===== src/include/cfrs_pkg.sv =====
// Shared constants for the CAN fault recovery supervisor
package cfrs_pkg;

    // Stuck-dominant timeout: plain default, short so a trip stays cheap
    localparam int unsigned CLK_PERIOD_NS     = 8;
    localparam int unsigned DOM_TIMEOUT_US   = 8;
    localparam int unsigned DOM_TIMEOUT_CYC  =
        (DOM_TIMEOUT_US * 1000) / CLK_PERIOD_NS;
    localparam int unsigned DOM_CNT_W        = 20;

    // Reset values
    localparam logic        RST_FAULT        = 1'b0;
    localparam logic        RST_FLAG         = 1'b0;

    // Level written to the re-enable bit that requests recovery
    localparam logic        REENABLE_LEVEL   = 1'b1;

    // Recovery state machine, one-hot
    typedef enum logic [2:0] {
        CFRS_ACTIVE  = 3'h1,
        CFRS_TRIPPED = 3'h2,
        CFRS_WAIT    = 3'h4
    } cfrs_state_e;

endpackage


===== src/rtl/cfrs_sync.sv =====
// Two-flop synchroniser for a vector of asynchronous inputs
`timescale 1ns/1ps
module cfrs_sync #(
    parameter int W = 1
) (
    input  wire logic         i_clk,
    input  wire logic         i_rstn,
    input  wire logic [W-1:0] i_async,
    output logic      [W-1:0] o_sync
);
    logic [W-1:0] meta_q;
    logic [W-1:0] meta_d;
    logic [W-1:0] sync_q;
    logic [W-1:0] sync_d;

    always_comb begin
        meta_d = i_async;
        sync_d = meta_q;
    end

    always_ff @(posedge i_clk) begin
        if (!i_rstn) begin
            meta_q <= '0;
            sync_q <= '0;
        end else begin
            meta_q <= meta_d;
            sync_q <= sync_d;
        end
    end

    assign o_sync = sync_q;
endmodule


===== src/rtl/cfrs_top.sv =====
// CAN transceiver fault supervision and driver recovery control
`timescale 1ns/1ps
module cfrs_top (
    input  wire logic I_MCLK,
    input  wire logic I_RSTN,
    input  wire logic I_TXD_DOM,
    input  wire logic I_CAN_OVERTEMP,
    input  wire logic I_CANH_OVERCUR,
    input  wire logic I_CANL_OVERCUR,
    input  wire logic I_AUX_SUPPLY_LOW,
    input  wire logic I_AUX_SUPPLY_ON,
    input  wire logic I_MAIN_REG_OVERCUR,
    input  wire logic I_DRIVER_REENABLE_CMD,
    input  wire logic I_FLAG_CLR,
    output logic      O_DRIVER_EN,
    output logic      O_XCVR_ON,
    output logic      O_TXD_DOM_FAIL,
    output logic      O_THERMAL_OVERCURRENT_FLAG
);
    logic [6:0] pins_s;
    logic       txd_dom;
    logic       otemp;
    logic       ocur;
    logic       aux_low;
    logic       aux_on;
    logic       main_oc;

    // Fault inputs come from analog comparators, so they are synchronised
    cfrs_sync #(.W(7)) u_sync (
        .i_clk   (I_MCLK),
        .i_rstn  (I_RSTN),
        .i_async ({I_TXD_DOM, I_CAN_OVERTEMP, I_CANH_OVERCUR,
                   I_CANL_OVERCUR, I_AUX_SUPPLY_LOW, I_AUX_SUPPLY_ON,
                   I_MAIN_REG_OVERCUR}),
        .o_sync  (pins_s)
    );

    assign txd_dom = pins_s[6];
    assign otemp   = pins_s[5];
    assign ocur    = pins_s[4] | pins_s[3];
    assign aux_low = pins_s[2];
    assign aux_on  = pins_s[1];
    assign main_oc = pins_s[0];

    cfrs_pkg::cfrs_state_e      state_q;
    cfrs_pkg::cfrs_state_e      state_d;
    logic [cfrs_pkg::DOM_CNT_W-1:0] cnt_q;
    logic [cfrs_pkg::DOM_CNT_W-1:0] cnt_d;
    logic                       fail_q;
    logic                       fail_d;
    logic                       flag_q;
    logic                       flag_d;
    logic                       drv_q;
    logic                       drv_d;
    logic                       xcvr_q;
    logic                       xcvr_d;
    logic                       timeout;
    logic                       reen;

    localparam logic [cfrs_pkg::DOM_CNT_W-1:0] CNT_LAST =
        cfrs_pkg::DOM_CNT_W'(cfrs_pkg::DOM_TIMEOUT_CYC - 1);

    assign timeout = txd_dom && (cnt_q == CNT_LAST);
    assign reen    = I_DRIVER_REENABLE_CMD == cfrs_pkg::REENABLE_LEVEL;

    always_comb begin
        state_d = state_q;
        cnt_d   = cnt_q;
        fail_d  = fail_q;
        flag_d  = flag_q;
        // A short to the receive output looks identical to a held input
        if (!txd_dom) begin
            cnt_d = '0;
        end else if (cnt_q != CNT_LAST) begin
            cnt_d = cnt_q + 1'b1;
        end
        case (state_q)
            cfrs_pkg::CFRS_ACTIVE: begin
                if (timeout) begin
                    state_d = cfrs_pkg::CFRS_TRIPPED;
                    fail_d  = 1'b1;
                end
            end
            cfrs_pkg::CFRS_TRIPPED: begin
                // Command while still held is dropped, not queued
                if (!txd_dom) begin
                    state_d = cfrs_pkg::CFRS_WAIT;
                end
            end
            cfrs_pkg::CFRS_WAIT: begin
                if (txd_dom) begin
                    state_d = cfrs_pkg::CFRS_TRIPPED;
                end else if (reen) begin
                    state_d = cfrs_pkg::CFRS_ACTIVE;
                    fail_d  = 1'b0;
                end
            end
            default: begin
                state_d = cfrs_pkg::CFRS_TRIPPED;
            end
        endcase
        // Set wins over a clear in the same cycle
        if (otemp || ocur) begin
            flag_d = 1'b1;
        end else if (I_FLAG_CLR) begin
            flag_d = 1'b0;
        end
        // Over-temperature gate is combinational on state: recovers alone
        drv_d  = (state_d == cfrs_pkg::CFRS_ACTIVE) && !otemp;
        xcvr_d = !aux_low && !(main_oc && !aux_on);
        drv_d  = drv_d && xcvr_d;
    end

    always_ff @(posedge I_MCLK) begin
        if (!I_RSTN) begin
            state_q <= cfrs_pkg::CFRS_ACTIVE;
            cnt_q   <= '0;
            fail_q  <= cfrs_pkg::RST_FAULT;
            flag_q  <= cfrs_pkg::RST_FLAG;
            drv_q   <= 1'b0;
            xcvr_q  <= 1'b0;
        end else begin
            state_q <= state_d;
            cnt_q   <= cnt_d;
            fail_q  <= fail_d;
            flag_q  <= flag_d;
            drv_q   <= drv_d;
            xcvr_q  <= xcvr_d;
        end
    end

    assign O_DRIVER_EN                = drv_q;
    assign O_XCVR_ON                  = xcvr_q;
    assign O_TXD_DOM_FAIL             = fail_q;
    assign O_THERMAL_OVERCURRENT_FLAG = flag_q;
endmodule


===== config.mk =====
export PLATFORM = sky130hd
export DESIGN_NAME = cfrs_top
export DESIGN_NICKNAME = d
export VERILOG_FILES = /design/src/include/cfrs_pkg.sv /design/src/rtl/cfrs_sync.sv /design/src/rtl/cfrs_top.sv
export SDC_FILE = /design/constraint.sdc
export NUM_CORES = 1
export LEC_CHECK = 0
export ABC_AREA = 1
export BUFFER_PORTS_ARGS = -buffer_cell sky130_fd_sc_hd__clkbuf_2
export CAP_MARGIN = 10
export CELL_PAD_IN_SITES_DETAIL_PLACEMENT = 0
export CELL_PAD_IN_SITES_GLOBAL_PLACEMENT = 1
export CORE_ASPECT_RATIO = 1.25
export CORE_MARGIN = 2
export CORE_UTILIZATION = 42
export DETAILED_ROUTE_END_ITERATION = 10
export PLACE_DENSITY = 0.83
export SLEW_MARGIN = 0
export SYNTH_ARGS = -nofsm -noshare
export SYNTH_HDL_FRONTEND = slang
export SYNTH_SLANG_ARGS = --single-unit
export TNS_END_PERCENT = 10

===== constraint.sdc =====
create_clock -name I_MCLK -period 1.8 [get_ports I_MCLK]
set_input_delay 0.27 -clock I_MCLK [delete_from_list [all_inputs] [get_ports I_MCLK]]
set_output_delay 0.27 -clock I_MCLK [all_outputs]
set_load 0.05 [all_outputs]

# Word level (Yosys, flattened, before mapping)
# Cells that the tools add are included.
# Widths: inputs -> output; s select.
[totals]
regBits = 41
latch_bits = 0
ramBits = 0
mem_bits_ro = 0
inputBits = 11
out_inout_bits = 4
word_cells = 44
mem_count = 0
[op_classes]
n_addsub = 1
mul = 0
div = 0
order_cmp = 0
n_eq_ne = 9
n_shift = 0
muxes = 11
n_bitwise = 1
n_reduce_logical = 14
[op_table]
columns = ["cell", "count"]
rows = [
  ["$add 20x1->20 const B", 1],
  ["$eq 20x10->1 const B", 1],
  ["$ne 20x10->1 const B", 1],
  ["$mux 3", 4],
  ["$pmux 3 s3", 1],
  ["$eq 3x1->1 const B", 2],
  ["$ne 2x2->1 const B", 3],
  ["$logic_and 1x1->1", 5],
  ["$mux 1", 5],
  ["$logic_not 1->1", 4],
  ["$reduce_and 4->1", 1],
  ["$reduce_bool 2->1", 2],
  ["$eq 3x2->1 const B", 1],
  ["$eq 3x3->1 const B", 1],
  ["$pmux 1 s2", 1],
  ["$reduce_and 2->1", 1],
  ["$logic_or 1x1->1", 1],
  ["$or 1x1->1", 1],
]

# Depth between registers and ports, before layout
# Gate-level depths: netlist of run 1.
[depth]
depth_word = 7
ltp_mapped = 9
mapped_depth_nobuf = 9

# Modules after synthesis
# From an unflattened synthesis of run 1, not the netlist that was laid out.
[hier_totals]
hier_cells = 274
hier_area_um2 = 1941.9
[by_module_without_submodules]
columns = ["module", "n_inst", "cells_each", "area_per_inst_um2"]
rows = [
  ["cfrs_top", 1, 231, 1545.2],
  ["cfrs_sync", 1, 43, 396.6],
]

# Worst setup path before layout of run 1
# No wires, ideal clock.
[synth_timing]
kind = "register to register"
from = "register cnt_q[0] in the netlist's numbering"
to = "register cnt_q[14] in the netlist's numbering"
setup_ns = 0.115
t_arrival_ns = 1.310
required_time_ns = 1.685
slack_ns = 0.375
path_stages_with_launch = 9
cell_sequence = "dfxtp_1 ha_1 nand2_2 nor3_4 nand2_2 nor2_4 nand2_2 o21ai_1 nor2_1"
[synth_between]
elab_chain_len = 1
elab_cells_between_ends = 2
[synth_rtl]
columns = ["element", "line", "source"]
rows = [
  ["start, declared", "cfrs_top.sv:47", "logic [cfrs_pkg::DOM_CNT_W-1:0] cnt_q;"],
  ["start signal, assigned", "cfrs_top.sv:124", "cnt_q <= cnt_d;"],
  ["$add 20x1->20 / $ne 20x10->1 (equally long branches)", "cfrs_top.sv:75, cfrs_top.sv:74", ""],
]
# Parallel ways exist; a longest one is shown, timed or not.
# A chain may end at the register's enable or synchronous reset.

# Final worst setup path of run 1
[layout_timing]
from = "register cnt_q[0] in the netlist's numbering"
to = "register cnt_q[12] in the netlist's numbering"
# The elaborated chain is that of the path after synthesis.

==> metrics, run 1 <==
total leakage power ~0.00087 uW; IO buf count 14; die height between 70 and 80 um; initial antenna violation count 0; CTS Buf Count 5; Comb pwr share 4.3%; Top-Level Pins 15; CTS Hold Bufs 0; CP Max Fanout 5; max_cap viols 0; register area just over 800 sq um; largest area contributor in the synthesized netlist dfxtp_1; Final GP Congestion between 0.8 and 0.9; most common cell in the netlist nand2_1; Filler cells 458; # setup viols final 0; clock latency on the worst-skew pair roughly 0.3 ns; vias in the first global route 1,379; ys flop type dfxtp_1; Final Critical Period ~1.6 ns; crit path kind reg -> reg; Async S/R FF share, synth 0%; fmax 0.643 GHz; CORE AREA just over 4000 sq um; Worst Setup SP cnt_q[0]$_SDFFE_PN0P_; Clock transition at path regs about 0.080 ns; register area share after synthesis 47.1%; Max clock buf depth 2; Critical Path AT 1.75 ns; Post-synth EDFFs 0; Syn Nets between 200 and 300; slew margin rel. 79.3%; CTS Sinks between 40 and 50; Yosys cell types 29; post-route DRC violation count 0; Layout Skew a little under 0.01 ns; Layout area overhead 13.6%; Peak VDD IR 0.488 mV; Synth area leaders dfxtp_1 (47%), nand2_1 (11%), inv_1 (8.6%); Post-Syn Instances between 200 and 250; fin area between 1500 and 2000 sq um; Worst EP required between 1.5 and 2 ns; Post-CTS Setup Bufs 0; vias per cell approximately 4.5; Total Nets Final around 270; GRT Residual Overflow 0; unrepaired setup endpoints after global routing no; initial drt markers 41; final antenna-violating net count 0; Slew Limit Fails 0; die area roughly 4700 sq um; worst-margin pin slew between 0.3 and 0.4 ns; H-tree levels 2; largest net degree at the start of global routing 18; ant diodes 0; Setup TNS 0 ns; Fin Hold WS approximately 0.15 ns; ratio of cells with drive above 1 in the final layout 14.8%; total placed instance area between 1500 and 2000 sq um; Sw Ratio between 20% and 30%; first-pass GRT wire length ~5.7 mm; Clock power frac between 30% and 40%; Root Driver clkbuf_8; multi-input logic area roughly 750 sq um; GRT Total Usage about 16%; Cell Area, Synth around 1700 sq um; hold crit path type in -> reg; Internal Dissipation 1220 uW; period utilization between 80 and 90%; post-CTS sizing 0; final WL around 3.3 mm; Initial Util a little over two fifths; sequential group share of total power 58.2%; crit end category register; hold path startpoint I_TXD_DOM; yosys warns 0; share of the synthesized area in the top cell type 47.1%; Reg2Reg Launch Point cnt_q[0]$_SDFFE_PN0P_; pwr/cell area approximately 800 nW/um^2; critical path startpoint category register; status finished clean; synthesized flop and latch total 41; Final Hold Violating Endpoints 0; wire per inst around 10 um; std cell rows 26; dpl hpwl around 2.5 mm; Synth top cells by count nand2_1 (53), dfxtp_1 (41), inv_1 (40); routed vias 1,443; TritonCTS clock tree yes; die width between 60 and 70 um; net switching power 381 uW; Synth Area per Inst 7.23 sq um; drt pass-1 iters 4
## worst max-delay path, stage by stage, from the launching register on
cell and delay, ns:
dfxtp_1 0.38, ha_1 0.26, nand2_2 0.11, nor3_4 0.21, nand2_2 0.12, nor2_4 0.13, nand2_2 0.07, o21ai_1 0.12
nor2_1 0.05
## routing by layer
metal  part of all wire, %  track usage, %  wire length [um]  up-vias
li1                      -               -                 -      788
met1                    45            19.0              1480      629
met2                    49            26.6              1620       18
met3                   3.1            4.58               102        8
met4                   2.5            7.66                83        0
met5                     0               0                 0        -
## sequential cells by signal, indices dropped and copies added, names as in the netlist
signal                      flops
O_THERMAL_OVERCURRENT_FLAG      1
O_XCVR_ON                       1
O_DRIVER_EN                     1
state_q                         3
O_TXD_DOM_FAIL                  1
u_sync.meta_q                   7
cnt_q                          20
u_sync.o_sync                   7
## stage by stage
| stage | setup WS (ns) | total power, uW | util (%) | cells |
|---|---|---|---|---|
| floorplan | 0.375 | 1000 | - | 241 |
| global placement | 0.298 | 1020 | 46.9 | 311 |
| detailed placement | 0.254 | 1030 | 46.9 | 311 |
| CTS | 0.242 | 1620 | 49.1 | 319 |
| global route | 0.0804 | 1660 | 49.1 | 319 |
| finish | 0.244 | 1600 | 49.1 | 319 |
## cell usage in the layout (no fill, tap or decap), types with 5 or more instances in the layout
master / n
nand3_1: 8
clkbuf_2: 14
o21ai_0: 8
nor2_1: 35
dfxtp_1: 41
nand2_1: 53
nor3_1: 5
clkbuf_8: 5
inv_1: 40
nand2_2: 5
a21oi_1: 14
## final timing paths
path | endpoint | slack [ns] | depth (start not counted)
min reg2reg | u_sync.o_sync[3]$_SDFF_PN0_ | 0.42 | 2
max | cnt_q[12]$_SDFFE_PN0P_ | 0.24 | 8
min | u_sync.meta_q[6]$_SDFF_PN0_ | 0.15 | 3
max reg2reg | cnt_q[12]$_SDFFE_PN0P_ | 0.24 | 8
## kinds of logic after synthesis
| kind of cell | count (synthesis) | synth area share (%) |
|---|---|---|
| compound gates | 31 | 9.76 |
| simple gates | 122 | 32.2 |
| fa+ha+maj | 1 | 0.718 |
| buf+inv | 45 | 9.76 |
| flops | 41 | 47.1 |
| xor+xnor | 1 | 0.503 |
## power by group through the flow
| stage | Clock (uW) | Combinational (uW) | Sequential, uW |
|---|---|---|---|
| after global placement | 0 | 69.5 | 955 |
| after global routing | 645 | 78.2 | 936 |
| after detailed placement | 0 | 70.8 | 955 |
| after floorplan | 0 | 28.3 | 973 |
| final | 602 | 69.3 | 934 |
| after CTS | 618 | 71.1 | 934 |
## cell type report
| class | instances | share of cell area [%] |
|---|---|---|
| tap | 56 | 3.54 |
| timing repair buffer | 17 | 4.67 |
| sequential | 41 | 41.4 |
| inverter | 42 | 7.96 |
| clock inverter | 2 | 0.758 |
| multi-input combinational | 155 | 38.0 |
| clock buffer | 6 | 3.66 |
Power figures use the tool's default switching activity.
==> run 2: changes to the inputs <==
CORE_UTILIZATION = 35   (was 42)
PLACE_DENSITY = 0.72   (was 0.83)
==> metrics, run 2 (same netlist as run 1, synthesis figures left out) <==
CTS Sinks a little over 40; hold crit path type in -> reg; routed vias ~1,400; max_cap viols 0; TritonCTS clock tree yes; drt pass-1 iters 4; GRT Residual Overflow 0; Largest stage delay, worst path around 0.37 ns; CP Max Fanout 5; initial drt markers 52; Layout area overhead 15.4%; Final Critical Period about 1.6 ns; crit path kind reg -> reg; Post-CTS Setup Bufs 0; ratio of cells with drive above 1 in the final layout between 10% and 20%; pwr/cell area between 800 and 900 nW/um^2; Top reg by flops cnt_q; CTS Buf Count 5; std cell rows 28; Setup TNS 0 ns; status finished clean; dpl hpwl ~2.5 mm; Clock transition at path regs ~0.080 ns; crit end category register; Final Hold Violating Endpoints 0; total leakage power 0.000883 uW; final core occ 42.2%; Worst EP required ~2.0 ns; unrepaired setup endpoints after global routing no; critical path startpoint category register; IO buf count 14; vias in the first global route roughly 1,300; final total power 1780 uW; ant diodes 0; Slew Limit Fails 0; CP most frequent cell nand2_2; clock latency on the worst-skew pair 0.29 ns; final antenna-violating net count 0; Final GP Congestion roughly 0.74; die width between 60 and 70 um; CP cell instances ha_1 -> nand2_2 -> nor3_4 -> nand2_2 -> nor2_4 -> nand2_2 -> o21ai_1 -> nor2_1; period utilization 87.0%; die area ~5600 sq um; Critical Path AT 1.76 ns; Largest register FFs 20; fmax 0.639 GHz; first-pass GRT wire length 5.78 mm; wire per inst between 10 and 15 um; Initial Util a little over a third; H-tree levels 2; largest net degree at the start of global routing 18; Worst path slowest cell dfxtp_1; # setup viols final 0; CTS Hold Bufs 0; slew margin rel. 76.9%; CORE AREA around 4800 sq um; GRT Total Usage 13.6%; initial antenna violation count 0; worst-margin pin slew ~0.34 ns; Root Driver clkbuf_8; vias per cell 4.50; Total Nets Final 273; Peak VDD IR 0.535 mV; Layout Skew between 0.004 and 0.005 ns; leading cell type in the layout, fill and taps excluded nand2_1; final WL approximately 3.4 mm; post-CTS sizing 0; Filler cells roughly 520; commonest cells after routing, fill and taps aside nand2_1 (53), dfxtp_1 (41), inv_1 (40), nor2_1 (35); post-route DRC violation count 0; die height 82.9 um; Max clock buf depth 2; Top-Level Pins 15
-- run 2: cell types whose count changed in the layout (fill, tap and decap cells not counted) --
cell,delta
clkbuf_8,+1
clkinvlp_4,-1
bufinv_16,+1
clkbuf_1,-1
buf_4,-1
-- run 2: routing by layer --
layer | global-route usage (%) | vias up | wire (um)
li1 | - | 788 | -
met1 | 15.7 | 637 | 1540
met2 | 23.0 | 19 | 1660
met3 | 4.07 | 5 | 106
met4 | 5.01 | 0 | 55
met5 | 0 | - | 0
-- run 2: layout make-up --
type | instances | area, sq um | area share (%)
clock buffers | 6 | 82.6 | 4.11
repair buffers | 16 | 85.1 | 4.23
flip-flops and latches | 41 | 821 | 40.8
multi-input cells | 155 | 752 | 37.4
inverters | 42 | 158 | 7.84
well taps | 60 | 75.1 | 3.73
clock inverters | 2 | 37.5 | 1.87
-- run 2: final timing paths --
check                         startpoint                          end  cells past startpoint  slack, ns
max                cnt_q[0]$_SDFFE_PN0P_       cnt_q[14]$_SDFFE_PN0P_                      8       0.23
min                      I_AUX_SUPPLY_ON  u_sync.meta_q[1]$_SDFF_PN0_                      3       0.15
max reg2reg        cnt_q[0]$_SDFFE_PN0P_       cnt_q[14]$_SDFFE_PN0P_                      8       0.23
min reg2reg  u_sync.meta_q[5]$_SDFF_PN0_  u_sync.o_sync[5]$_SDFF_PN0_                      2       0.41
-- run 2: power breakdown --
group	switching [uW]	internal, uW	total (uW)	leakage [uW]
combinational	45.7	24.1	69.7	0.000491
sequential	6.83	927	934	0.000334
clock	323	451	774	0.0000574
-- run 2: worst max-delay path: cells and delay by family, from the launching register on --
family | cells | cell delay [ns]
adders and majority gates | 1 | 0.26
AOI/OAI and AO/OA | 1 | 0.12
and+or+nand+nor | 6 | 0.70
DFF | 1 | 0.37
-- run 2: metrics by stage --
stage / setup slack [ns] / cells / hold WS [ns] / cell area (sq um)
final: 0.234 / 322 / 0.150 / 2010
after CTS: 0.230 / 322 / 0.139 / 2010
after floorplan: 0.375 / 241 / 0.368 / 1740
after global placement: 0.285 / 314 / 0.392 / 1890
after global routing: 0.0412 / 322 / 0.137 / 2010
after detailed placement: 0.250 / 314 / 0.396 / 1890
